## src/iap_pkg.sv

```systemverilog
// package: register map, fields, timing and modes of the flash page writer
package iap_pkg;

  // ----------------------------------------------------------------
  // register byte offsets
  // ----------------------------------------------------------------
  localparam logic [7:0] CTRL0_OFFSET      = 8'h00;
  localparam logic [7:0] CTRL2_OFFSET      = 8'h04;
  localparam logic [7:0] ADDR_LOW_OFFSET   = 8'h08;
  localparam logic [7:0] ADDR_HIGH_OFFSET  = 8'h0C;
  localparam logic [7:0] DATA0_LOW_OFFSET  = 8'h10;
  localparam logic [7:0] DATA0_HIGH_OFFSET = 8'h14;
  localparam logic [7:0] UNLOCK_OFFSET     = 8'h18;

  // ----------------------------------------------------------------
  // control register 0 fields
  // ----------------------------------------------------------------
  localparam int CTRL0_EWEN_BIT  = 7;
  localparam int CTRL0_MODE_LSB  = 4;
  localparam int CTRL0_WSTART_BIT = 2;
  localparam int CTRL0_RDEN_BIT  = 1;
  localparam int CTRL0_RSTART_BIT = 0;

  // ----------------------------------------------------------------
  // control register 2 fields
  // ----------------------------------------------------------------
  localparam int CTRL2_TSEL_BIT  = 1;
  localparam int CTRL2_CLEAR_BIT = 0;

  // ----------------------------------------------------------------
  // operation select codes
  // ----------------------------------------------------------------
  localparam logic [2:0] MODE_WRITE  = 3'h0;
  localparam logic [2:0] MODE_ERASE  = 3'h1;
  localparam logic [2:0] MODE_READ   = 3'h3;
  localparam logic [2:0] MODE_ENABLE = 3'h6;

  // ----------------------------------------------------------------
  // geometry and reset values
  // ----------------------------------------------------------------
  localparam int PAGE_WORDS = 64;
  localparam int WORD_BITS  = 6;
  localparam int PAGE_BITS  = 9;
  localparam logic [7:0]  REG_RESET   = 8'h00;
  localparam logic [15:0] WORD_ERASED = 16'hFFFF;
  localparam logic [5:0]  LAST_WORD   = 6'h3F;

  // ----------------------------------------------------------------
  // timing
  // ----------------------------------------------------------------
  localparam int CLK_MHZ       = 100;
  localparam int ERASE_T0_US   = 3200;
  localparam int WRITE_T0_US   = 2200;
  localparam int ERASE_T1_US   = 3700;
  localparam int WRITE_T1_US   = 3000;
  localparam int ERASE_T0_CYC  = ERASE_T0_US * CLK_MHZ;
  localparam int WRITE_T0_CYC  = WRITE_T0_US * CLK_MHZ;
  localparam int ERASE_T1_CYC  = ERASE_T1_US * CLK_MHZ;
  localparam int WRITE_T1_CYC  = WRITE_T1_US * CLK_MHZ;
  localparam int READ_CYC      = 2;
  localparam int TIMER_BITS    = 20;

  typedef enum logic [2:0] {
    ST_IDLE,
    ST_CLEAR,
    ST_ERASE,
    ST_WRITE,
    ST_READ_REQ,
    ST_READ_WAIT
  } state_type;

endpackage

```

## src/flash_port_if.sv

```systemverilog
// interface: word port between the sequencer and the page buffer
`timescale 1ns/1ps
interface flash_port_if;
  logic        load;
  logic [5:0]  load_index;
  logic [15:0] load_word;
  logic        clear;
  logic [5:0]  rd_index;
  logic [15:0] rd_word;

  modport ctrl (output load, output load_index, output load_word, output clear, output rd_index, input rd_word);
  modport buf_side (input load, input load_index, input load_word, input clear, input rd_index, output rd_word);
endinterface

```

## src/page_write_buffer.sv

```systemverilog
// module: 64-word page write buffer with bulk clear
`timescale 1ns/1ps
module page_write_buffer #(
  parameter int DEPTH = 64
) (
  input  wire logic   pclk,
  input  wire logic   presetn,
  input  wire logic   clk_en,
  flash_port_if.buf_side port
);

  logic [15:0] mem_q [DEPTH];

  // ----------------------------------------------------------------
  // storage
  // ----------------------------------------------------------------
  // clear fills with erased value so unloaded words program as blank
  always_ff @(posedge pclk or negedge presetn) begin
    if (!presetn) begin
      for (int i = 0; i < DEPTH; i++) mem_q[i] <= iap_pkg::WORD_ERASED;
    end else if (clk_en) begin
      if (port.clear) begin
        for (int i = 0; i < DEPTH; i++) mem_q[i] <= iap_pkg::WORD_ERASED;
      end else if (port.load) begin
        mem_q[port.load_index] <= port.load_word;
      end
    end
  end

  assign port.rd_word = mem_q[port.rd_index];

endmodule // page_write_buffer

```

## src/iap_flash_page_writer.sv

```systemverilog
// module: apb in-application flash programming sequencer
`timescale 1ns/1ps

module iap_flash_page_writer #(
  parameter int ERASE_T0_CYC = iap_pkg::ERASE_T0_CYC,
  parameter int WRITE_T0_CYC = iap_pkg::WRITE_T0_CYC,
  parameter int ERASE_T1_CYC = iap_pkg::ERASE_T1_CYC,
  parameter int WRITE_T1_CYC = iap_pkg::WRITE_T1_CYC
) (
  input  wire logic        pclk,
  input  wire logic        presetn,
  input  wire logic        clk_en,
  input  wire logic        psel,
  input  wire logic        penable,
  input  wire logic        pwrite,
  input  wire logic [7:0]  paddr,
  input  wire logic [31:0] pwdata,
  output logic             pready,
  output logic             pslverr,
  output logic [31:0]      prdata,
  output logic             cpu_stall,
  output logic             flash_erase,
  output logic             flash_write,
  output logic             flash_read,
  output logic [8:0]       flash_page,
  output logic [5:0]       flash_word,
  output logic [15:0]      flash_wdata,
  input  wire logic [15:0] flash_rdata,
  input  wire logic        unlock_ok
);

  // ----------------------------------------------------------------
  // state
  // ----------------------------------------------------------------
  typedef struct packed {
    iap_pkg::state_type st;
    logic               ewen;
    logic [2:0]         mode;
    logic               wstart;
    logic               rden;
    logic               rstart;
    logic               tsel;
    logic               clr;
    logic [7:0]         addr_lo;
    logic [6:0]         addr_hi;
    logic [7:0]         data_lo;
    logic [7:0]         data_hi;
    logic [iap_pkg::TIMER_BITS-1:0] timer;
    logic [5:0]         idx;
    logic               erase_o;
    logic               write_o;
    logic               read_o;
    logic [31:0]        rdata;
  } regs_type;

  regs_type    r_q;
  regs_type    r_d;
  flash_port_if bport();

  page_write_buffer #(
    .DEPTH (iap_pkg::PAGE_WORDS)
  ) u_buf (
    .pclk    (pclk),
    .presetn (presetn),
    .clk_en  (clk_en),
    .port    (bport.buf_side)
  );

  logic       wr_acc;
  logic       rd_acc;
  logic [7:0] wbyte;
  logic       busy;
  logic [iap_pkg::TIMER_BITS-1:0] erase_cyc;
  logic [iap_pkg::TIMER_BITS-1:0] write_cyc;

  assign wr_acc = psel && penable && pwrite;
  assign rd_acc = psel && penable && !pwrite;
  assign wbyte  = pwdata[7:0];
  assign busy   = (r_q.st != iap_pkg::ST_IDLE);

  // ----------------------------------------------------------------
  // timing selection
  // ----------------------------------------------------------------
  assign erase_cyc = r_q.tsel ? iap_pkg::TIMER_BITS'(ERASE_T1_CYC) : iap_pkg::TIMER_BITS'(ERASE_T0_CYC);
  assign write_cyc = r_q.tsel ? iap_pkg::TIMER_BITS'(WRITE_T1_CYC) : iap_pkg::TIMER_BITS'(WRITE_T0_CYC);

  // ----------------------------------------------------------------
  // next state
  // ----------------------------------------------------------------
  always_comb begin
    r_d             = r_q;
    bport.load      = 1'b0;
    bport.load_index = r_q.addr_lo[5:0];
    bport.load_word = {wbyte, r_q.data_lo};
    bport.clear     = 1'b0;
    bport.rd_index  = r_q.idx;
    r_d.rdata       = 32'h0000_0000;

    // register writes; config is frozen while an operation runs
    if (wr_acc && !busy) begin
      unique case (paddr)
        iap_pkg::CTRL0_OFFSET: begin
          if (!wbyte[iap_pkg::CTRL0_EWEN_BIT]) begin
            r_d.ewen = 1'b0;
          end
          r_d.mode   = wbyte[iap_pkg::CTRL0_MODE_LSB +: 3];
          r_d.rden   = wbyte[iap_pkg::CTRL0_RDEN_BIT];
          r_d.wstart = wbyte[iap_pkg::CTRL0_WSTART_BIT];
          r_d.rstart = wbyte[iap_pkg::CTRL0_RSTART_BIT] && wbyte[iap_pkg::CTRL0_RDEN_BIT];
        end
        iap_pkg::CTRL2_OFFSET: begin
          r_d.tsel = wbyte[iap_pkg::CTRL2_TSEL_BIT];
          r_d.clr  = wbyte[iap_pkg::CTRL2_CLEAR_BIT];
        end
        iap_pkg::ADDR_LOW_OFFSET: begin
          r_d.addr_lo = wbyte;
        end
        iap_pkg::ADDR_HIGH_OFFSET: begin
          r_d.addr_hi = wbyte[6:0];
        end
        iap_pkg::DATA0_LOW_OFFSET: begin
          if (r_q.ewen) begin
            r_d.data_lo = wbyte;
          end
        end
        iap_pkg::DATA0_HIGH_OFFSET: begin
          if (r_q.ewen) begin
            r_d.data_hi = wbyte;
            bport.load  = 1'b1;
            if (r_q.addr_lo[5:0] != iap_pkg::LAST_WORD) begin
              r_d.addr_lo = r_q.addr_lo + 8'h01;
            end
          end
        end
        default: begin
        end
      endcase
    end

    // hardware set wins over a software clear in the same cycle
    if (unlock_ok && r_q.mode == iap_pkg::MODE_ENABLE) begin
      r_d.ewen = 1'b1;
    end

    // operation sequencer
    unique case (r_q.st)
      iap_pkg::ST_IDLE: begin
        r_d.timer = '0;
        if (r_q.clr) begin
          r_d.st = iap_pkg::ST_CLEAR;
        end else if (r_q.wstart && r_q.ewen && r_q.mode == iap_pkg::MODE_WRITE) begin
          r_d.st = iap_pkg::ST_WRITE;
          r_d.idx = '0;
          r_d.write_o = 1'b1;
        end else if (r_q.wstart && r_q.ewen && r_q.mode == iap_pkg::MODE_ERASE) begin
          r_d.st = iap_pkg::ST_ERASE;
          r_d.erase_o = 1'b1;
        end else if (r_q.wstart) begin
          r_d.wstart = 1'b0; // reserved or locked: no start
        end else if (r_q.rstart && r_q.rden && r_q.mode == iap_pkg::MODE_READ) begin
          r_d.st = iap_pkg::ST_READ_REQ;
        end else if (r_q.rstart) begin
          r_d.rstart = 1'b0;
        end
      end
      iap_pkg::ST_CLEAR: begin
        bport.clear = 1'b1;
        r_d.clr = 1'b0;
        r_d.st  = iap_pkg::ST_IDLE;
      end
      iap_pkg::ST_ERASE: begin
        r_d.erase_o = 1'b1;
        r_d.timer   = r_q.timer + 1'b1;
        if (r_q.timer == erase_cyc - 1'b1) begin
          r_d.erase_o = 1'b0;
          r_d.wstart  = 1'b0;
          r_d.st      = iap_pkg::ST_IDLE;
        end
      end
      iap_pkg::ST_WRITE: begin
        // one word per cycle streamed; program time counts from the first word
        r_d.write_o = 1'b1;
        r_d.timer   = r_q.timer + 1'b1;
        if (r_q.idx != iap_pkg::LAST_WORD) begin
          r_d.idx = r_q.idx + 6'h01;
        end
        if (r_q.timer == write_cyc - 1'b1) begin
          r_d.write_o = 1'b0;
          r_d.wstart  = 1'b0;
          bport.clear = 1'b1;
          r_d.st      = iap_pkg::ST_IDLE;
        end
      end
      iap_pkg::ST_READ_REQ: begin
        r_d.read_o = 1'b1;
        r_d.timer  = r_q.timer + 1'b1;
        if (r_q.timer == iap_pkg::TIMER_BITS'(iap_pkg::READ_CYC - 1)) begin
          r_d.st = iap_pkg::ST_READ_WAIT;
        end
      end
      iap_pkg::ST_READ_WAIT: begin
        r_d.read_o  = 1'b0;
        r_d.data_lo = flash_rdata[7:0];
        r_d.data_hi = flash_rdata[15:8];
        r_d.rstart  = 1'b0;
        r_d.st      = iap_pkg::ST_IDLE;
      end
      default: begin
        r_d.st = iap_pkg::ST_IDLE;
      end
    endcase

    // read data mux
    if (rd_acc) begin
      unique case (paddr)
        iap_pkg::CTRL0_OFFSET:      r_d.rdata = {24'h00_0000, r_q.ewen, r_q.mode, 1'b0, r_q.wstart, r_q.rden, r_q.rstart};
        iap_pkg::CTRL2_OFFSET:      r_d.rdata = {30'h0000_0000, r_q.tsel, r_q.clr};
        iap_pkg::ADDR_LOW_OFFSET:   r_d.rdata = {24'h00_0000, r_q.addr_lo};
        iap_pkg::ADDR_HIGH_OFFSET:  r_d.rdata = {25'h000_0000, r_q.addr_hi};
        iap_pkg::DATA0_LOW_OFFSET:  r_d.rdata = {24'h00_0000, r_q.data_lo};
        iap_pkg::DATA0_HIGH_OFFSET: r_d.rdata = {24'h00_0000, r_q.data_hi};
        default:                    r_d.rdata = 32'h0000_0000;
      endcase
    end
  end

  // ----------------------------------------------------------------
  // registers
  // ----------------------------------------------------------------
  always_ff @(posedge pclk or negedge presetn) begin
    if (!presetn) begin
      r_q <= '0;
    end else if (clk_en) begin
      r_q <= r_d;
    end
  end

  // ----------------------------------------------------------------
  // outputs
  // ----------------------------------------------------------------
  // single-cycle access phase; prdata decoded combinationally from paddr
  assign pready  = 1'b1;
  assign pslverr = 1'b0;
  always_comb begin
    unique case (paddr)
      iap_pkg::CTRL0_OFFSET:      prdata = {24'h00_0000, r_q.ewen, r_q.mode, 1'b0, r_q.wstart, r_q.rden, r_q.rstart};
      iap_pkg::CTRL2_OFFSET:      prdata = {30'h0000_0000, r_q.tsel, r_q.clr};
      iap_pkg::ADDR_LOW_OFFSET:   prdata = {24'h00_0000, r_q.addr_lo};
      iap_pkg::ADDR_HIGH_OFFSET:  prdata = {25'h000_0000, r_q.addr_hi};
      iap_pkg::DATA0_LOW_OFFSET:  prdata = {24'h00_0000, r_q.data_lo};
      iap_pkg::DATA0_HIGH_OFFSET: prdata = {24'h00_0000, r_q.data_hi};
      default:                    prdata = 32'h0000_0000;
    endcase
  end

  assign cpu_stall   = busy;
  assign flash_erase = r_q.erase_o;
  assign flash_write = r_q.write_o;
  assign flash_read  = r_q.read_o;
  assign flash_page  = {r_q.addr_hi, r_q.addr_lo[7:6]};
  assign flash_word  = (r_q.st == iap_pkg::ST_WRITE) ? r_q.idx : r_q.addr_lo[5:0];
  assign flash_wdata = bport.rd_word;

endmodule // iap_flash_page_writer

```

## config.mk

```make
export PLATFORM = sky130hd
export DESIGN_NAME = iap_flash_page_writer
export DESIGN_NICKNAME = d
export VERILOG_FILES = /design/src/iap_pkg.sv /design/src/flash_port_if.sv /design/src/page_write_buffer.sv /design/src/iap_flash_page_writer.sv
export SDC_FILE = /design/constraint.sdc
export NUM_CORES = 2
export LEC_CHECK = 0
export ABC_AREA = 1
export BUFFER_PORTS_ARGS = -buffer_cell sky130_fd_sc_hd__buf_2
export CORE_UTILIZATION = 30
export CTS_BUF_LIST = sky130_fd_sc_hd__clkbuf_4 sky130_fd_sc_hd__clkbuf_8 sky130_fd_sc_hd__clkbuf_16
export CTS_CLUSTER_SIZE = 8
export DETAILED_ROUTE_END_ITERATION = 10
export HOLD_SLACK_MARGIN = 0.1
export PLACE_DENSITY = 0.53
export SLEW_MARGIN = 20
export SYNTH_ARGS = -nofsm -noshare
export SYNTH_HDL_FRONTEND = slang
export SYNTH_SLANG_ARGS = --single-unit
```

## constraint.sdc

```tcl
create_clock -name pclk -period 5.5 [get_ports pclk]
set_input_delay 0.275 -clock pclk [delete_from_list [all_inputs] [get_ports pclk]]
set_output_delay 0.275 -clock pclk [all_outputs]
set_load 0.01 [all_outputs]
```

# After elaboration in Yosys (flattened, before gate mapping)
# Index checks and enable logic that the tools add are counted.
[totals]
wordCells = 235
in_bits = 63
register_bits = 1096
out_inout_bits = 69
[op_classes]
mux = 67
bitwise = 2
addsub = 5
n_eq_ne = 31
n_reduce_logical = 46
magnitude_cmp = 3
[ops]
columns = ["cell", "n"]
rows = [
  ["$mux 1024", 2],
  ["$bwmux 1024", 1],
  ["$bmux 16 s6", 1],
  ["$demux 16 s6", 1],
  ["$mux 16", 4],
  ["$mux 8", 6],
  ["$pmux 8 s6", 1],
  ["$eq 20x20->1", 2],
  ["$mux 40", 1],
  ["$pmux 20 s2", 1],
  ["$sub 19x1->20 const B", 2],
  ["$reduce_bool 2->1", 14],
  ["$mux 1", 24],
  ["$mux 3", 8],
  ["$add 20x1->20 const B", 1],
  ["$eq 20x1->1 const B", 1],
  ["$ne 2x2->1 const B", 10],
  ["$mux 19", 1],
  ["$mux 6", 3],
  ["$mux 17", 1],
  ["$eq 8x4->1 const B", 2],
  ["$eq 8x5->1 const B", 2],
  ["$pmux 8 s2", 1],
  ["$reduce_and 4->1", 4],
  ["other kinds (28)", 60],
]

# Depth between registers and ports, before layout
[logic_depth]
ltp_word = 12
ltp_mapped = 14
depth_no_buf = 13

# Cells and area by module
# Synthesis repeated with hierarchy kept, for this count alone.
[hier_totals]
cells_unflattened = 6723
area_unflattened_um2 = 53540.1
[modules_own_cells]
columns = ["mod", "seq_area_each_um2", "cells_each", "n_inst", "area_each_um2"]
rows = [
  ["page_write_buffer", 26905.8, 5994, 1, 48382.7],
  ["iap_flash_page_writer", 1801.7, 729, 1, 5157.4],
]

# Worst setup path before layout
# OpenSTA, ideal clock, no wires.
[synth_path]
path_kind = "reg2out"
from = "register r_q, in the netlist bport.rd_index[0]"
to = "output port flash_wdata[11]"
n_path_buf = 5
t_required_ns = 5.225
t_arrival_ns = 1.846
slack_ns = 3.379
path_stages_with_launch = 13
cell_sequence = "dfrtp_1 > buf_2 > inv_1 > buf_2 > buf_2 > buf_2 > buf_1 > nand2_1 > nand3_1 > nand3_1 > nand4_1 > nand3_1 > nand2_1"
[synth_between]
elab_chain_len = 4
[synth_rtl]
columns = ["item", "line", "text"]
rows = [
  ["start, declared", "iap_flash_page_writer.sv:56", "regs_type r_q;"],
  ["start signal, assigned", "iap_flash_page_writer.sv:234", "r_q <= r_d;"],
  ["$not 6->7 (implied by the code)", "page_write_buffer.sv:30", "assign port.rd_word = mem_q[port.rd_index];"],
  ["$bmux 16 s6", "page_write_buffer.sv:30", ""],
  ["$mux 16 (implied by the code) (2 in a row)", "page_write_buffer.sv:30", ""],
  ["end, declared", "iap_flash_page_writer.sv:27", "output logic [15:0] flash_wdata,"],
]
# Every way passes these cells. The select of a mux whose other input is x is not followed.

# Worst setup path after layout
[layout_path]
from = "register r_q, in the netlist bport.rd_index[0]"
to = "output port flash_wdata[14]"
# Same word-level chain as after synthesis.

==> impl_metrics.py <==
metrics = {
    "synthesis": {
        "synth_warnings": 0,
        "yosysMostFrequentCell": "nand2_1",
        "ys_seq_elements": 1096,
        "synth_edf_count": 0,
        "synth_ff_type": "dfstp_2",
        "synthTopCellsByArea": "dfstp_2, nand2_1, nand4_1",
        "synth_area_um2": 59200,
        "synth.avg_cell_area_um2": 7.811,
        "yosysTopAreaCell": "dfstp_2",
        "yosysUniqueCellTypes": 41,
        "yosysSeqAreaShare_pct": 48.49,
        "netlist_instances": 7579,
        "netlist_top_cells_count": "nand2_1, nand4_1, dfstp_2",
        "async_flop_share_pct": 100.0,
        "synth_top_area_share_pct": 45.45,
    },
    "clock_network": {
        "ctsResizeCount": 0,
        "clkTransAtPathRegs_ps": 50,
        "post-cts-setup-buffers": 0,
        "clk_latency_ps": 790,
        "cts_tree": "done",
        "cts_buffer_depth": 3,
        "cts_inserted_buffers": 155,
        "ctsHoldBuffers": 37,
        "numClockSinks": 1096,
        "clk_root_buffer_cell": "clkbuf_16",
        "h-tree-depth": 4,
    },
    "sta": {
        "drv_slew": 0,
        "fin_setup_tns_ps": 0,
        "rsz0062_at_grt": "false",
        "tightest_slew_ps": 1169,
        "finalHoldViolations": 0,
        "fin_crit_ps": 4889,
        "fin_crit_sh_pct": 88.89,
        "max_freq_ghz": 0.2045,
        "skew_ps": 29.40,
        "slew_headroom_pct": 22.09,
        "setup_viol": 0,
        "hold_ws_ps": 149.2,
    },
    "die": {
        "initial_core_util_pct": 30.30,
        "core_um2": 195400,
        "rows": 162,
        "ios": 132,
        "die_x_um": 446.2,
        "dieArea_um2": 199100,
        "die_h_um": 446.2,
    },
    "drt": {
        "vias_per_cell": 5.587,
        "ant_nets": 0,
        "drt_iter0_drc": 6973,
        "drc": 0,
        "drt_wl_total_um": 229200,
        "wl_per_cell_um": 22.97,
        "drtPass1Iterations": 6,
        "vias": 55760,
    },
    "grt": {
        "grt_pass1_wl_um": 346600,
        "grt_max_degree": 163,
        "grt_pass1_vias": 52170,
        "antenna_found_initial": 4,
        "grt_use_total_pct": 22.61,
        "grt_overflow": 0,
    },
    "worst_hold_path": {
        "hold_class": "in -> async",
    },
    "setup_path": {
        "crit_path_max_fanout": 110,
        "worst_ep_arrival_time_ps": 4610,
        "critPathRequiredTime_ps": 5220,
        "worstSetupEndpointType": "primary output",
        "r2r_cells": 9,
        "start_kind": "register",
        "worstSetupPathType": "reg -> out",
    },
    "power": {
        "switching_share_pct": 37.76,
        "p_int_mw": 23.19,
        "peakVddDrop_v": 0.0005560,
        "power_frac_comb_pct": 31.9,
        "pwr-share-seq_pct": 44.0,
        "p_leak_nw": 29.30,
        "p_total_mw": 37.26,
        "p_clk_share_pct": 24.1,
        "p_per_area_nw_per_um2": 561.3,
        "net-switching-power_mw": 14.07,
    },
    "finish": {
        "synthToLayoutAreaGrowth_pct": 12.13,
        "fin_area_um2": 66380,
        "drive_above_1_share_pct": 22.52,
        "instances_no_fill": 9979,
        "layout.nets": 7389,
    },
    "placement": {
        "dpl_cell_area_um2": 61680,
        "dp_cells": 9751,
        "portBuffers": 81,
        "gp_congestion": 0.8863,
        "place_hpwl_um": 130300,
    },
    "run_status": {
        "status": "finished, final reports clean",
    },
    "job": {
        "maxCapViolations": 0,
    },
}
-- worst max-delay path, stage by stage (launching register included) --
cell	delay, ps
dfrtp_4	750
inv_8	330
buf_12	400
o21ai_0	290
o21ai_0	190
o211ai_1	640
nand2_1	320
nand3_1	280
nand2_1	200
buf_2	190
-- placed cells by master (no fill, tap or decap), types with 3 or more instances in the layout --
cell	netlist	layout
nand3_4	1	17
nand2_1	2569	2569
inv_6	0	4
o22ai_1	79	79
nor2_1	684	682
nand3_1	211	195
inv_2	1	4
nand3b_1	10	10
nand4_1	1055	1055
a31oi_1	15	15
dfrtp_4	0	3
buf_4	49	162
nor3_1	29	21
nand3_2	128	128
conb_1	2	26
o211ai_1	132	132
a21oi_1	60	60
buf_2	367	79
dfrtp_1	72	69
o31ai_1	4	4
clkbuf_4	0	17
clkbuf_16	0	163
o21ai_0	587	587
nor3_4	0	7
dfstp_2	1024	1024
buf_12	0	31
ha_1	4	4
or2_2	3	3
xor2_1	7	7
diode_2	0	3
inv_1	132	127
o21a_1	3	3
dlygate4sd3_1	0	37
-- worst paths after layout --
kind	start	end	slack, ps
min	presetn	r_q[42]	150
max in group asynchronous	presetn	u_buf.mem_q[882]	3920
max	bport.rd_index[0]	flash_wdata[14]	610
max reg2reg	r_q[41]	u_buf.mem_q[1011]	1220
min in group pclk	penable	bport.load_word[0]	170
min reg2reg	u_buf.mem_q[855]	u_buf.mem_q[855]	460
-- through the flow --
step           worst slack (ps)  utilization, %
6_report                  611.2           33.97
5_1_grt                   701.7           33.97
4_1_cts                   813.7           33.95
3_5_place_dp               1206           31.57
3_3_place_gp               1255           31.57
2_1_floorplan              3379               -
-- layout make-up --
type	count	area [um^2]
repair buffers	312	2660
clock inverters	6	67.56
diodes	3	7.507
fillers	20360	129000
clock buffers	181	4220
well taps	2624	3283
multi-input cells	5622	26910
inverters	135	516.7
flip-flops and latches	1096	28720
-- cells by family after synthesis --
family | share of synthesized area [%]
buffers and inverters | 6.728
AOI/OAI and AO/OA | 8.334
and+or+nand+nor | 36.23
xor gates and xnor gates | 0.1184
adders and majority gates | 0.08455
DFF | 48.49
other | 0.01269
-- layer usage --
layer | wire length, um | share of wire, % | global-route usage [%] | vias to the layer above
met4 | 8984 | 3.9 | 8.978 | 4
met1 | 100300 | 44 | 32.46 | 27650
met5 | 28 | 0.012 | 0 | -
met3 | 20040 | 8.7 | 4.529 | 349
li1 | - | - | - | 25200
met2 | 99860 | 44 | 33.00 | 2552
-- sequential cells by signal, indices dropped and copies added, names as in the netlist --
name and cells:
u_buf.mem_q 1024, r_q 40, flash_page 9, bport.load_word 8, bport.load_index 6, bport.rd_index 6, flash_erase 1, flash_read 1
flash_write 1
-- power by group through the flow --
stage / Clock, mW / Combinational [mW] / Sequential (mW)
final: 8.98 / 11.9 / 16.4
after global routing: 9.45 / 13.0 / 16.9
after floorplan: 0 / 7.80 / 15.9
after global placement: 0 / 11.4 / 16.3
after detailed placement: 0 / 11.6 / 16.4
after CTS: 9.12 / 11.7 / 16.3
(Power assumes the default switching activity.)
